$ cat src/shared/spd_pkg.sv
/*
 * Constants for the serial port transmit and receive datapath: register
 * offsets, field positions, reset values, sample counts and rx states.
 * Assumes a 32-bit APB slave with 12 address bits.
 */
package spd_pkg;

    // register byte offsets
    localparam logic [11:0] ADDR_DATA   = 12'h000;
    localparam logic [11:0] ADDR_STATUS = 12'h004;
    localparam logic [11:0] ADDR_CTRL   = 12'h008;
    localparam logic [11:0] ADDR_BAUD   = 12'h00C;

    // status bits
    localparam int ST_RXC  = 0;
    localparam int ST_TXC  = 1;
    localparam int ST_DRE  = 2;
    localparam int ST_FRAME_ERROR_FLAG = 3;
    localparam int ST_OVF  = 4;
    localparam int ST_PARITY_ERROR_FLAG = 5;
    localparam int ST_RX9  = 6;

    // control bits
    localparam int CT_RXEN  = 0;
    localparam int CT_TXEN  = 1;
    localparam int CT_DBL   = 2;
    localparam int CT_CSZ   = 3;
    localparam int CT_PMODE = 6;
    localparam int CT_STOP2 = 8;
    localparam int CT_TX9   = 9;

    // receive fifo entry layout
    localparam int FE_FRAME_ERROR_FLAG = 9;
    localparam int FE_OVF  = 10;
    localparam int FE_PARITY_ERROR_FLAG = 11;

    // reset values
    localparam logic [2:0]  CSZ_RESET  = 3'h3;
    localparam logic [11:0] BAUD_RESET = 12'h000;

    // character size and oversampling
    localparam logic [3:0] CHAR_MIN     = 4'h5;
    localparam logic [3:0] CHAR_MAX     = 4'h9;
    localparam logic [2:0] CSZ_MAX      = 3'h4;
    localparam logic [4:0] SPB_NORMAL   = 5'h10;
    localparam logic [4:0] SPB_DOUBLE   = 5'h08;
    localparam logic [4:0] VMID_NORMAL  = 5'h09;
    localparam logic [4:0] VMID_DOUBLE  = 5'h05;
    localparam logic [4:0] STOP_END_DBL = 5'h07;

    typedef enum logic [2:0] {
        RX_IDLE  = 3'h1,
        RX_START = 3'h2,
        RX_BITS  = 3'h4
    } spd_rx_e;

endpackage : spd_pkg

$ cat src/verilog/spd_top.sv
/*
 * Serial port datapath: transmit buffer and shift register, receive
 * frame recovery with 16x/8x oversampling and three-sample voting, a
 * two-entry receive fifo with per-frame error flags, and an APB slave.
 * Assumes rxd_in is already synchronous to mclk and that the sample
 * tick divisor in the baud register is set by software.
 */
// Local design decisions: the APB interface to the registers and the register addresses.
`timescale 1ns/10ps
`default_nettype none

// Notes on behaviour
// - enabled transmitter drives the serial output pin.
// - writing a character starts transmission once the shift register empties.
// - shift register loads when idle or right after the last stop bit.
// - transmit-complete sets when frame is out and buffer empty.
// - upper data bits beyond character size are dropped on transmit.
// - transmitter disable waits until buffer and shift register are empty.
// - enabled receiver takes serial input pin as its data.
// - bits after start are sampled up to the first stop bit.
// - first stop bit moves frame to receive buffer, sets complete flag.
// - unused upper bits of received data read as zero.
// - error flags travel with their frame; reading data pops the fifo.
// - parity mismatch sets the parity-error flag.
// - receiver disable flushes buffer and drops the frame in progress.
// - oversample sixteen times normally, eight times in double speed.
// - falling edge starts detection; vote samples 8-10 or 4-6.
// - data, parity and first stop bit decided by majority of three.
// - stop bit sampled low sets the frame-error flag.
// - new start edge accepted after stop vote; later in double speed.
// - frame is start, data lsb first, optional parity, stop bits.
// - even parity bit is xor of data; odd is its inverse.
module spd_top (
    // clock and reset
    input  wire logic        mclk,
    input  wire logic        reset,
    // apb slave
    input  wire logic        psel,
    input  wire logic        penable,
    input  wire logic        pwrite,
    input  wire logic [11:0] paddr,
    input  wire logic [31:0] pwdata,
    output logic      [31:0] prdata,
    output logic             pready,
    output logic             pslverr,
    // serial pins
    input  wire logic        rxd_in,
    output logic             txd_out,
    output logic             txd_oe
);

    typedef struct packed {
        // control
        logic                rx_en;
        logic                tx_en;
        logic                dbl;
        logic [2:0]          csize;
        logic [1:0]          pmode;
        logic                stop2;
        logic                tx9;
        logic [11:0]         baud;
        logic [11:0]         bcnt;
        // bus
        logic                pready;
        logic                pslverr;
        logic [31:0]         prdata;
        logic                popok;
        // transmitter
        logic [8:0]          tbuf;
        logic                tbuf_v;
        logic [12:0]         tsh;
        logic [3:0]          tbits;
        logic [4:0]          tsmp;
        logic                tbusy;
        logic                tx_on;
        logic                txc;
        logic                txd;
        // receiver
        spd_pkg::spd_rx_e    rstate;
        logic [4:0]          rsmp;
        logic [3:0]          rbit;
        logic [8:0]          rsh;
        logic                rpar;
        logic [1:0]          votes;
        logic                rlast;
        logic [1:0][11:0]    fifo;
        logic [1:0]          fcnt;
        logic                frd;
        logic                ovf_pend;
    } spd_state_s;

    spd_state_s st_q;
    spd_state_s st_d;

    logic tx_end_ev;
    logic rx_push_ev;
    logic rx_reject_ev;
    logic rx_frame_error_flag_ev;

    function automatic logic [8:0] spd_mask(input logic [3:0] n);
        spd_mask = 9'h1FF >> (spd_pkg::CHAR_MAX - n);
    endfunction : spd_mask

    function automatic logic spd_maj(input logic [2:0] s);
        spd_maj = (s[0] & s[1]) | (s[0] & s[2]) | (s[1] & s[2]);
    endfunction : spd_maj

    always_comb begin
        logic [3:0]  nd;
        logic        par_on;
        logic [4:0]  spb;
        logic [4:0]  vmid;
        logic [4:0]  rs;
        logic        tick;
        logic        acc;
        logic        commit;
        logic        clr_txc;
        logic [11:0] head;
        logic [12:0] frame;
        logic        v;
        logic [3:0]  stop_i;
        logic [1:0]  fcnt_p;
        logic        frd_p;
        logic        parity_error_flag;
        nd = 4'h0;
        par_on = 1'b0;
        spb = 5'h00;
        vmid = 5'h00;
        rs = 5'h00;
        tick = 1'b0;
        acc = 1'b0;
        commit = 1'b0;
        clr_txc = 1'b0;
        head = 12'h000;
        frame = 13'h1FFF;
        v = 1'b0;
        stop_i = 4'h0;
        fcnt_p = 2'h0;
        frd_p = 1'b0;
        parity_error_flag = 1'b0;
        st_d = st_q;
        tx_end_ev = 1'b0;
        rx_push_ev = 1'b0;
        rx_reject_ev = 1'b0;
        rx_frame_error_flag_ev = 1'b0;

        nd = (st_q.csize > spd_pkg::CSZ_MAX) ? spd_pkg::CHAR_MAX
                                             : {1'b0, st_q.csize} + spd_pkg::CHAR_MIN;
        par_on = st_q.pmode[1];
        // samples per bit and voting centre
        spb  = st_q.dbl ? spd_pkg::SPB_DOUBLE : spd_pkg::SPB_NORMAL;
        vmid = st_q.dbl ? spd_pkg::VMID_DOUBLE : spd_pkg::VMID_NORMAL;
        stop_i = nd + {3'h0, par_on};
        head = st_q.fifo[st_q.frd];

        // sample tick divider
        if (st_q.bcnt == 12'h000) begin
            st_d.bcnt = st_q.baud;
            tick = 1'b1;
        end else begin
            st_d.bcnt = st_q.bcnt - 12'h001;
        end

        // apb: one wait state, answer registered
        acc = psel & penable;
        commit = acc & st_q.pready;
        st_d.pready = acc & ~st_q.pready;
        st_d.pslverr = 1'b0;
        st_d.prdata = 32'h0000_0000;
        st_d.popok = 1'b0;
        if (acc && !st_q.pready) begin
            if (paddr == spd_pkg::ADDR_DATA) begin
                st_d.prdata[8:0] = {1'b0, head[7:0]} & spd_mask(nd);
                st_d.popok = (st_q.fcnt != 2'h0);
            end else if (paddr == spd_pkg::ADDR_STATUS) begin
                st_d.prdata[spd_pkg::ST_RXC]  = (st_q.fcnt != 2'h0);
                st_d.prdata[spd_pkg::ST_TXC]  = st_q.txc;
                st_d.prdata[spd_pkg::ST_DRE]  = ~st_q.tbuf_v;
                st_d.prdata[spd_pkg::ST_FRAME_ERROR_FLAG] = head[spd_pkg::FE_FRAME_ERROR_FLAG];
                st_d.prdata[spd_pkg::ST_OVF]  = head[spd_pkg::FE_OVF];
                st_d.prdata[spd_pkg::ST_PARITY_ERROR_FLAG] = head[spd_pkg::FE_PARITY_ERROR_FLAG];
                st_d.prdata[spd_pkg::ST_RX9]  = head[8] & (nd == spd_pkg::CHAR_MAX);
                if (st_q.fcnt == 2'h0) begin
                    st_d.prdata[spd_pkg::ST_RX9:spd_pkg::ST_FRAME_ERROR_FLAG] = 4'h0;
                end
            end else if (paddr == spd_pkg::ADDR_CTRL) begin
                st_d.prdata[spd_pkg::CT_RXEN]  = st_q.rx_en;
                st_d.prdata[spd_pkg::CT_TXEN]  = st_q.tx_en;
                st_d.prdata[spd_pkg::CT_DBL]   = st_q.dbl;
                st_d.prdata[spd_pkg::CT_CSZ +: 3]   = st_q.csize;
                st_d.prdata[spd_pkg::CT_PMODE +: 2] = st_q.pmode;
                st_d.prdata[spd_pkg::CT_STOP2] = st_q.stop2;
                st_d.prdata[spd_pkg::CT_TX9]   = st_q.tx9;
            end else if (paddr == spd_pkg::ADDR_BAUD) begin
                st_d.prdata[11:0] = st_q.baud;
            end else begin
                st_d.pslverr = 1'b1;
            end
        end

        // writes take effect at the edge that completes the transfer
        if (commit && pwrite) begin
            if (paddr == spd_pkg::ADDR_DATA) begin
                // a write into a full buffer is dropped, not queued
                if (st_q.tx_en && !st_q.tbuf_v) begin
                    st_d.tbuf = {st_q.tx9, pwdata[7:0]} & spd_mask(nd);
                    st_d.tbuf_v = 1'b1;
                end
            end else if (paddr == spd_pkg::ADDR_STATUS) begin
                clr_txc = pwdata[spd_pkg::ST_TXC];
            end else if (paddr == spd_pkg::ADDR_CTRL) begin
                st_d.rx_en = pwdata[spd_pkg::CT_RXEN];
                st_d.tx_en = pwdata[spd_pkg::CT_TXEN];
                st_d.dbl   = pwdata[spd_pkg::CT_DBL];
                st_d.csize = pwdata[spd_pkg::CT_CSZ +: 3];
                st_d.pmode = pwdata[spd_pkg::CT_PMODE +: 2];
                st_d.stop2 = pwdata[spd_pkg::CT_STOP2];
                st_d.tx9   = pwdata[spd_pkg::CT_TX9];
            end else if (paddr == spd_pkg::ADDR_BAUD) begin
                st_d.baud = pwdata[11:0];
            end
        end

        // transmitter
        frame[0] = 1'b0;
        for (int i = 0; i < 9; i++) begin
            if (i < int'(nd)) begin
                frame[1 + i] = st_q.tbuf[i];
            end
        end
        if (par_on) begin
            frame[1 + int'(nd)] = (^st_q.tbuf) ^ st_q.pmode[0];
        end
        st_d.txc = st_q.txc & ~clr_txc;
        if (st_q.tbusy) begin
            if (tick) begin
                st_d.tsmp = st_q.tsmp + 5'h01;
                if (st_d.tsmp == spb) begin
                    st_d.tsmp = 5'h00;
                    if (st_q.tbits == 4'h1) begin
                        tx_end_ev = 1'b1;
                        if (st_q.tbuf_v) begin
                            st_d.tsh = frame;
                            st_d.tbits = 4'h2 + nd + {3'h0, par_on}
                                         + {3'h0, st_q.stop2};
                            st_d.tbuf_v = 1'b0;
                            st_d.txd = 1'b0;
                        end else begin
                            st_d.tbusy = 1'b0;
                            st_d.txd = 1'b1;
                            st_d.txc = 1'b1;
                        end
                    end else begin
                        st_d.tsh = {1'b1, st_q.tsh[12:1]};
                        st_d.tbits = st_q.tbits - 4'h1;
                        st_d.txd = st_q.tsh[1];
                    end
                end
            end
        end else if (st_q.tbuf_v) begin
            st_d.tsh = frame;
            st_d.tbits = 4'h2 + nd + {3'h0, par_on} + {3'h0, st_q.stop2};
            st_d.tsmp = 5'h00;
            st_d.tbusy = 1'b1;
            st_d.tbuf_v = 1'b0;
            st_d.txd = 1'b0;
        end
        // pin released only once nothing is left to send
        st_d.tx_on = st_d.tx_en | st_d.tbusy | st_d.tbuf_v;

        // receive fifo pop
        fcnt_p = st_q.fcnt;
        frd_p = st_q.frd;
        if (commit && !pwrite && paddr == spd_pkg::ADDR_DATA && st_q.popok) begin
            fcnt_p = st_q.fcnt - 2'h1;
            frd_p = ~st_q.frd;
        end

        // receiver
        // flush on the disabling write itself, not a cycle later
        if (!st_d.rx_en) begin
            st_d.rstate = spd_pkg::RX_IDLE;
            st_d.rlast = 1'b1;
            st_d.ovf_pend = 1'b0;
            fcnt_p = 2'h0;
        end else if (tick) begin
            rs = st_q.rsmp + 5'h01;
            v = spd_maj({st_q.votes, rxd_in});
            if (rs >= vmid - 5'h01 && rs <= vmid + 5'h01) begin
                st_d.votes = {st_q.votes[0], rxd_in};
            end
            case (st_q.rstate)
                spd_pkg::RX_IDLE: begin
                    st_d.rlast = rxd_in;
                    if (st_q.rlast && !rxd_in) begin
                        st_d.rstate = spd_pkg::RX_START;
                        st_d.rsmp = 5'h01;
                    end
                end
                spd_pkg::RX_START: begin
                    st_d.rsmp = rs;
                    if (rs == vmid + 5'h01 && v) begin
                        rx_reject_ev = 1'b1;
                        st_d.rstate = spd_pkg::RX_IDLE;
                        st_d.rlast = rxd_in;
                    end else if (rs == spb) begin
                        st_d.rstate = spd_pkg::RX_BITS;
                        st_d.rsmp = 5'h00;
                        st_d.rbit = 4'h0;
                        st_d.rsh = 9'h000;
                    end
                end
                spd_pkg::RX_BITS: begin
                    st_d.rsmp = rs;
                    if (rs == vmid + 5'h01) begin
                        if (st_q.rbit < nd) begin
                            st_d.rsh[st_q.rbit] = v;
                        end else if (st_q.rbit < stop_i) begin
                            st_d.rpar = v;
                        end else begin
                            rx_push_ev = 1'b1;
                            rx_frame_error_flag_ev = ~v;
                        end
                    end
                    // normal speed rearms at the last vote, double later
                    if (st_q.rbit == stop_i &&
                        rs == (st_q.dbl ? spd_pkg::STOP_END_DBL
                                        : vmid + 5'h01)) begin
                        st_d.rstate = spd_pkg::RX_IDLE;
                        st_d.rlast = rxd_in;
                    end else if (rs == spb) begin
                        st_d.rsmp = 5'h00;
                        st_d.rbit = st_q.rbit + 4'h1;
                    end
                end
                default: begin
                    st_d.rstate = spd_pkg::RX_IDLE;
                end
            endcase
        end

        // receive fifo push; a frame that finds it full is lost
        parity_error_flag = par_on & (st_q.rpar != ((^st_q.rsh) ^ st_q.pmode[0]));
        if (rx_push_ev) begin
            if (fcnt_p == 2'h2) begin
                st_d.ovf_pend = 1'b1;
            end else begin
                st_d.fifo[frd_p ^ fcnt_p[0]] =
                    {parity_error_flag, st_q.ovf_pend, rx_frame_error_flag_ev, st_q.rsh};
                st_d.ovf_pend = 1'b0;
                fcnt_p = fcnt_p + 2'h1;
            end
        end
        st_d.fcnt = fcnt_p;
        st_d.frd = frd_p;
    end

    always_ff @(posedge mclk or posedge reset) begin
        if (reset) begin
            st_q <= '0;
            st_q.csize <= spd_pkg::CSZ_RESET;
            st_q.baud <= spd_pkg::BAUD_RESET;
            st_q.tsh <= 13'h1FFF;
            st_q.txd <= 1'b1;
            st_q.rlast <= 1'b1;
            st_q.rstate <= spd_pkg::RX_IDLE;
        end else begin
            st_q <= st_d;
        end
    end

    assign prdata  = st_q.prdata;
    assign pready  = st_q.pready;
    assign pslverr = st_q.pslverr;
    assign txd_out = st_q.txd;
    assign txd_oe  = st_q.tx_on;

    function automatic logic commit_pop();
        commit_pop = psel && penable && st_q.pready && !pwrite;
    endfunction : commit_pop
endmodule : spd_top

`default_nettype wire

$ cat config.mk
export PLATFORM = sky130hd
export DESIGN_NAME = spd_top
export DESIGN_NICKNAME = d
export VERILOG_FILES = /design/src/shared/spd_pkg.sv /design/src/verilog/spd_top.sv
export SDC_FILE = /design/constraint.sdc
export NUM_CORES = 1
export LEC_CHECK = 0
export BUFFER_PORTS_ARGS = -buffer_cell sky130_fd_sc_hd__buf_4
export CORE_MARGIN = 2
export CORE_UTILIZATION = 50
export DETAILED_ROUTE_END_ITERATION = 16
export GPL_TIMING_DRIVEN = 0
export HOLD_SLACK_MARGIN = 0.02
export PLACE_DENSITY = 0.7
export SKIP_LAST_GASP = 1
export SLEW_MARGIN = 25
export SYNTH_ARGS = -nofsm -noshare
export SYNTH_HDL_FRONTEND = slang
export SYNTH_SLANG_ARGS = --single-unit
$ cat constraint.sdc
create_clock -name mclk -period 6.3 [get_ports mclk]
set_clock_uncertainty 0.1 [all_clocks]
set_input_delay 0 -clock mclk [delete_from_list [all_inputs] [get_ports mclk]]
set_output_delay 0 -clock mclk [all_outputs]
set_load 0.03 [all_outputs]
==> flow_summary.json <==
{
  "routabilityCongestion": 0.864,
  "highest_layer": "met4",
  "p_leak_nw": 4.47,
  "ant_nets": 0,
  "wirelength_um": 20500,
  "wl_met1_um": 9110,
  "clk_latency_ns": 0.43,
  "multi_input_area_um2": 4260,
  "start_util": 0.513,
  "h-tree-depth": 4,
  "root_buffer": "clkbuf_16",
  "avgSynthCellArea_um2": 9.74,
  "synth_area_um2": 8150,
  "drive_gt1_frac": 0.183,
  "io_pins": 86,
  "worstPathArrival_ns": 5.14,
  "yosysSeqAreaShare": 0.423,
  "viasPerCell": 5.68,
  "hold_slack_ns": 0.0408,
  "grt_first_pass_wirelength_um": 33100,
  "cts_tree": "built",
  "areaGrowthSynthToFinish_pct": 18.3,
  "max-cap-violations": 0,
  "seq_area_um2": 3450,
  "vdd_drop_max_v": 0.000206,
  "cts_made_buffers": 17,
  "wl_per_cell_um": 17.6,
  "port_buffers": 45,
  "cpMaxStageDelayCell": "dfstp_2",
  "synthDistinctLibCells": 67,
  "die_h_um": 132,
  "finalHoldViolCount": 0,
  "slew_headroom": 0.429,
  "gr-usage-all-layers": 0.241,
  "synth-main-ff-cell": "dfrtp_1",
  "grt_pass1_vias": 6325,
  "crit_path_max_incr_delay_ns": 0.57,
  "rows": 46,
  "wl_met2_um": 9830,
  "hold_path_class": "in -> reg",
  "firstDrtPassIters": 5,
  "dieArea_um2": 17300,
  "crit_chain": "clkbuf_1, inv_1, ha_1, nand2b_1, nand2_1, inv_1, ha_1, nand2_1, xnor2_1, ha_1, o21a_1, o211ai_1, nor4_1, buf_2, mux2_1",
  "cts_max_path_buffers": 2,
  "drc": 0,
  "fin_crit_sh": 0.784,
  "drt_first_iter_violations": 436,
  "die_x_um": 132,
  "setup.worst_path.class": "reg -> reg",
  "cts_sinks": 137,
  "tns_ns": 0,
  "met3_length_um": 1010,
  "antenna_found_initial": 0,
  "synth_cells": 837,
  "num_antenna_cells": 0,
  "fin_crit_ns": 4.94,
  "drv_slew": 0,
  "critPathCaptureType": "register",
  "power_density_nw_per_um2": 232,
  "cpMostUsedCell": "ha_1",
  "grt-ovfl-total": 0,
  "grt_start_max_net_pins": 75,
  "dr_total_vias": 6631,
  "synth_edf_count": 0,
  "setup_viol": 0,
  "fillCellCount": 1372,
  "core-area_um2": 15900,
  "ys_ff_latch": 137,
  "grt_setup_unrepaired": "false",
  "hpwlAfterDp_um": 15000,
  "worst_setup_path_start_kind": "register",
  "clock.fmax_ghz": 0.202,
  "required_ns": 6.50,
  "cp_max_fo": 10,
  "ys.warnings.count": 0,
  "outcome": "finished, final reports clean",
  "nets": 1024,
  "ys_async_sr_fraction": 1.00,
  "worst_pin_slew_ns": 0.857,
  "clk_pin_slew_ns": 0.06
}
==> metrics by stage <==
stage | util | cells | cell area [µm²] | total power, mW | setup WS, ns
floorplan | - | 856 | 8220 | 1.17 | 2.42
global placement | 0.556 | 1117 | 8830 | 1.23 | 1.01
detailed placement | 0.558 | 1118 | 8860 | 1.24 | 1.47
CTS | 0.607 | 1168 | 9640 | 2.24 | 1.44
global route | 0.607 | 1168 | 9640 | 2.32 | 1.05
finish | 0.607 | 1168 | 9640 | 2.23 | 1.36
==> sequential cells by signal (all words and copies together), names as in the netlist <==
| register | count |
|---|---|
| prdata | 12 |
| st_q | 121 |
| pslverr | 1 |
| pready | 1 |
| txd_out | 1 |
| txd_oe | 1 |
==> placed cells by master, fill, tap and decap left out, drive strengths merged, types with 4 or more instances in the layout <==
cell type,netlist,routed
o22ai,4,4
nor2b,13,13
dfrtp,120,120
o211ai,8,8
nor3,23,23
clkinv,0,5
xnor2,34,34
ha,33,33
mux2,52,52
o21a,5,5
conb,1,20
nand2,76,76
a22oi,16,16
nand3b,5,5
nand3,24,24
o31ai,6,6
nor2,62,62
clkbuf,28,48
nand2b,4,4
mux2i,28,28
inv,40,40
a2111oi,5,5
buf,35,81
a21oi,34,34
dlygate4sd3,0,19
nor4,11,11
and3,10,10
nand4,10,10
dfstp,17,17
xor2,7,7
o21ai,55,55
clkinvlp,0,4
a31oi,8,8
a221o,7,7
nor4b,4,4
==> synth_stat cells (all sizes together) (3+ instances only) <==
cell     number  area (µm²)
a211oi        3        22.5
nand3b        5        37.5
dfstp        17         447
nand4        10        62.6
mux2         52         586
inv          40         150
o2111ai       3        26.3
a22o          3        26.3
a21oi        34         170
o21ai        55         275
nand3        24         120
a2111oi       5        56.3
buf          35         256
a221o         7        70.1
nor2         62         233
nor4         11        98.8
a31oi         8        50.1
and3         10        62.6
or3           3        18.8
a22oi        16         120
o211ai        8        60.1
nor4b         4        35.0
nor2b        13        81.3
a32o          3        30.0
o31ai         6        45.0
a221oi        3        26.3
xor2          7        61.3
and2          3        18.8
mux2i        28         280
nand2        76         285
or2           3        18.8
xnor2        34         298
o22ai         4        25.0
dfrtp       120        3000
clkbuf       28         105
nor3         23         115
ha           33         413
o21a          5        37.5
nand2b        4        25.0
==> final timing paths <==
| path | start | endpoint | slack (ns) | cells after the start |
|---|---|---|---|---|
| setup / recovery | st_q[152] | st_q[7] | 1.36 | 15 |
| hold / removal | paddr[9] | pslverr | 0.04 | 4 |
| setup reg to reg | st_q[152] | st_q[7] | 1.36 | 15 |
| hold reg to reg | st_q[78] | st_q[78] | 0.38 | 2 |
| max in group asynchronous | reset | st_q[153] | 5.29 | 4 |
| min in group asynchronous | reset | st_q[64] | 0.07 | 3 |
==> cells by family (layout without fill, tap and decap cells) <==
kind of cell,Yosys count,count (layout),synth area share
AOI/OAI and AO/OA,176,176,0.142
xor gates and xnor gates,43,43,0.0496
adders and majority gates,35,35,0.0544
buffers and inverters,103,199,0.0628
DFF,137,137,0.423
muxes,80,80,0.106
other,1,20,0.000460
and+or+nand+nor,262,262,0.161
==> worst max-delay path, delay by kind of cell, from the launching register on <==
kind | cells | cell delay [ns]
simple gates | 4 | 1.27
buf+inv | 4 | 1.18
compound gates | 2 | 0.30
fa+ha+maj | 3 | 0.95
flops | 1 | 0.57
xor+xnor | 1 | 0.08
mux | 1 | 0.36
==> area by class of cell <==
| cell class | instances | share of cell area |
|---|---|---|
| Buffer | 63 | 0.0375 |
| Clock buffer | 20 | 0.0484 |
| Clock inverter | 11 | 0.0127 |
| Inverter | 40 | 0.0163 |
| Multi-Input combinational cell | 616 | 0.442 |
| Sequential cell | 137 | 0.358 |
| Tap cell | 216 | 0.0280 |
| Timing Repair Buffer | 65 | 0.0576 |
==> power by group <==
| group | switching, mW | internal [mW] |
|---|---|---|
| Clock | 0.392 | 0.610 |
| Sequential | 0.0605 | 0.934 |
| Combinational | 0.131 | 0.107 |
| Total | 0.584 | 1.65 |
==> routing by layer <==
layer  global-route usage  up-vias
met2                0.394      200
met1                0.322     3232
met5                    0        -
met3               0.0494       40
met4               0.0797        0
li1                     -     3159
==> timing repair <==
action,in CTS,in global routing
gates resized for setup,0,0
setup buffers,0,0
hold buffers,19,0
endpoints found under the hold margin,169,0
(Power assumes the default switching activity.)
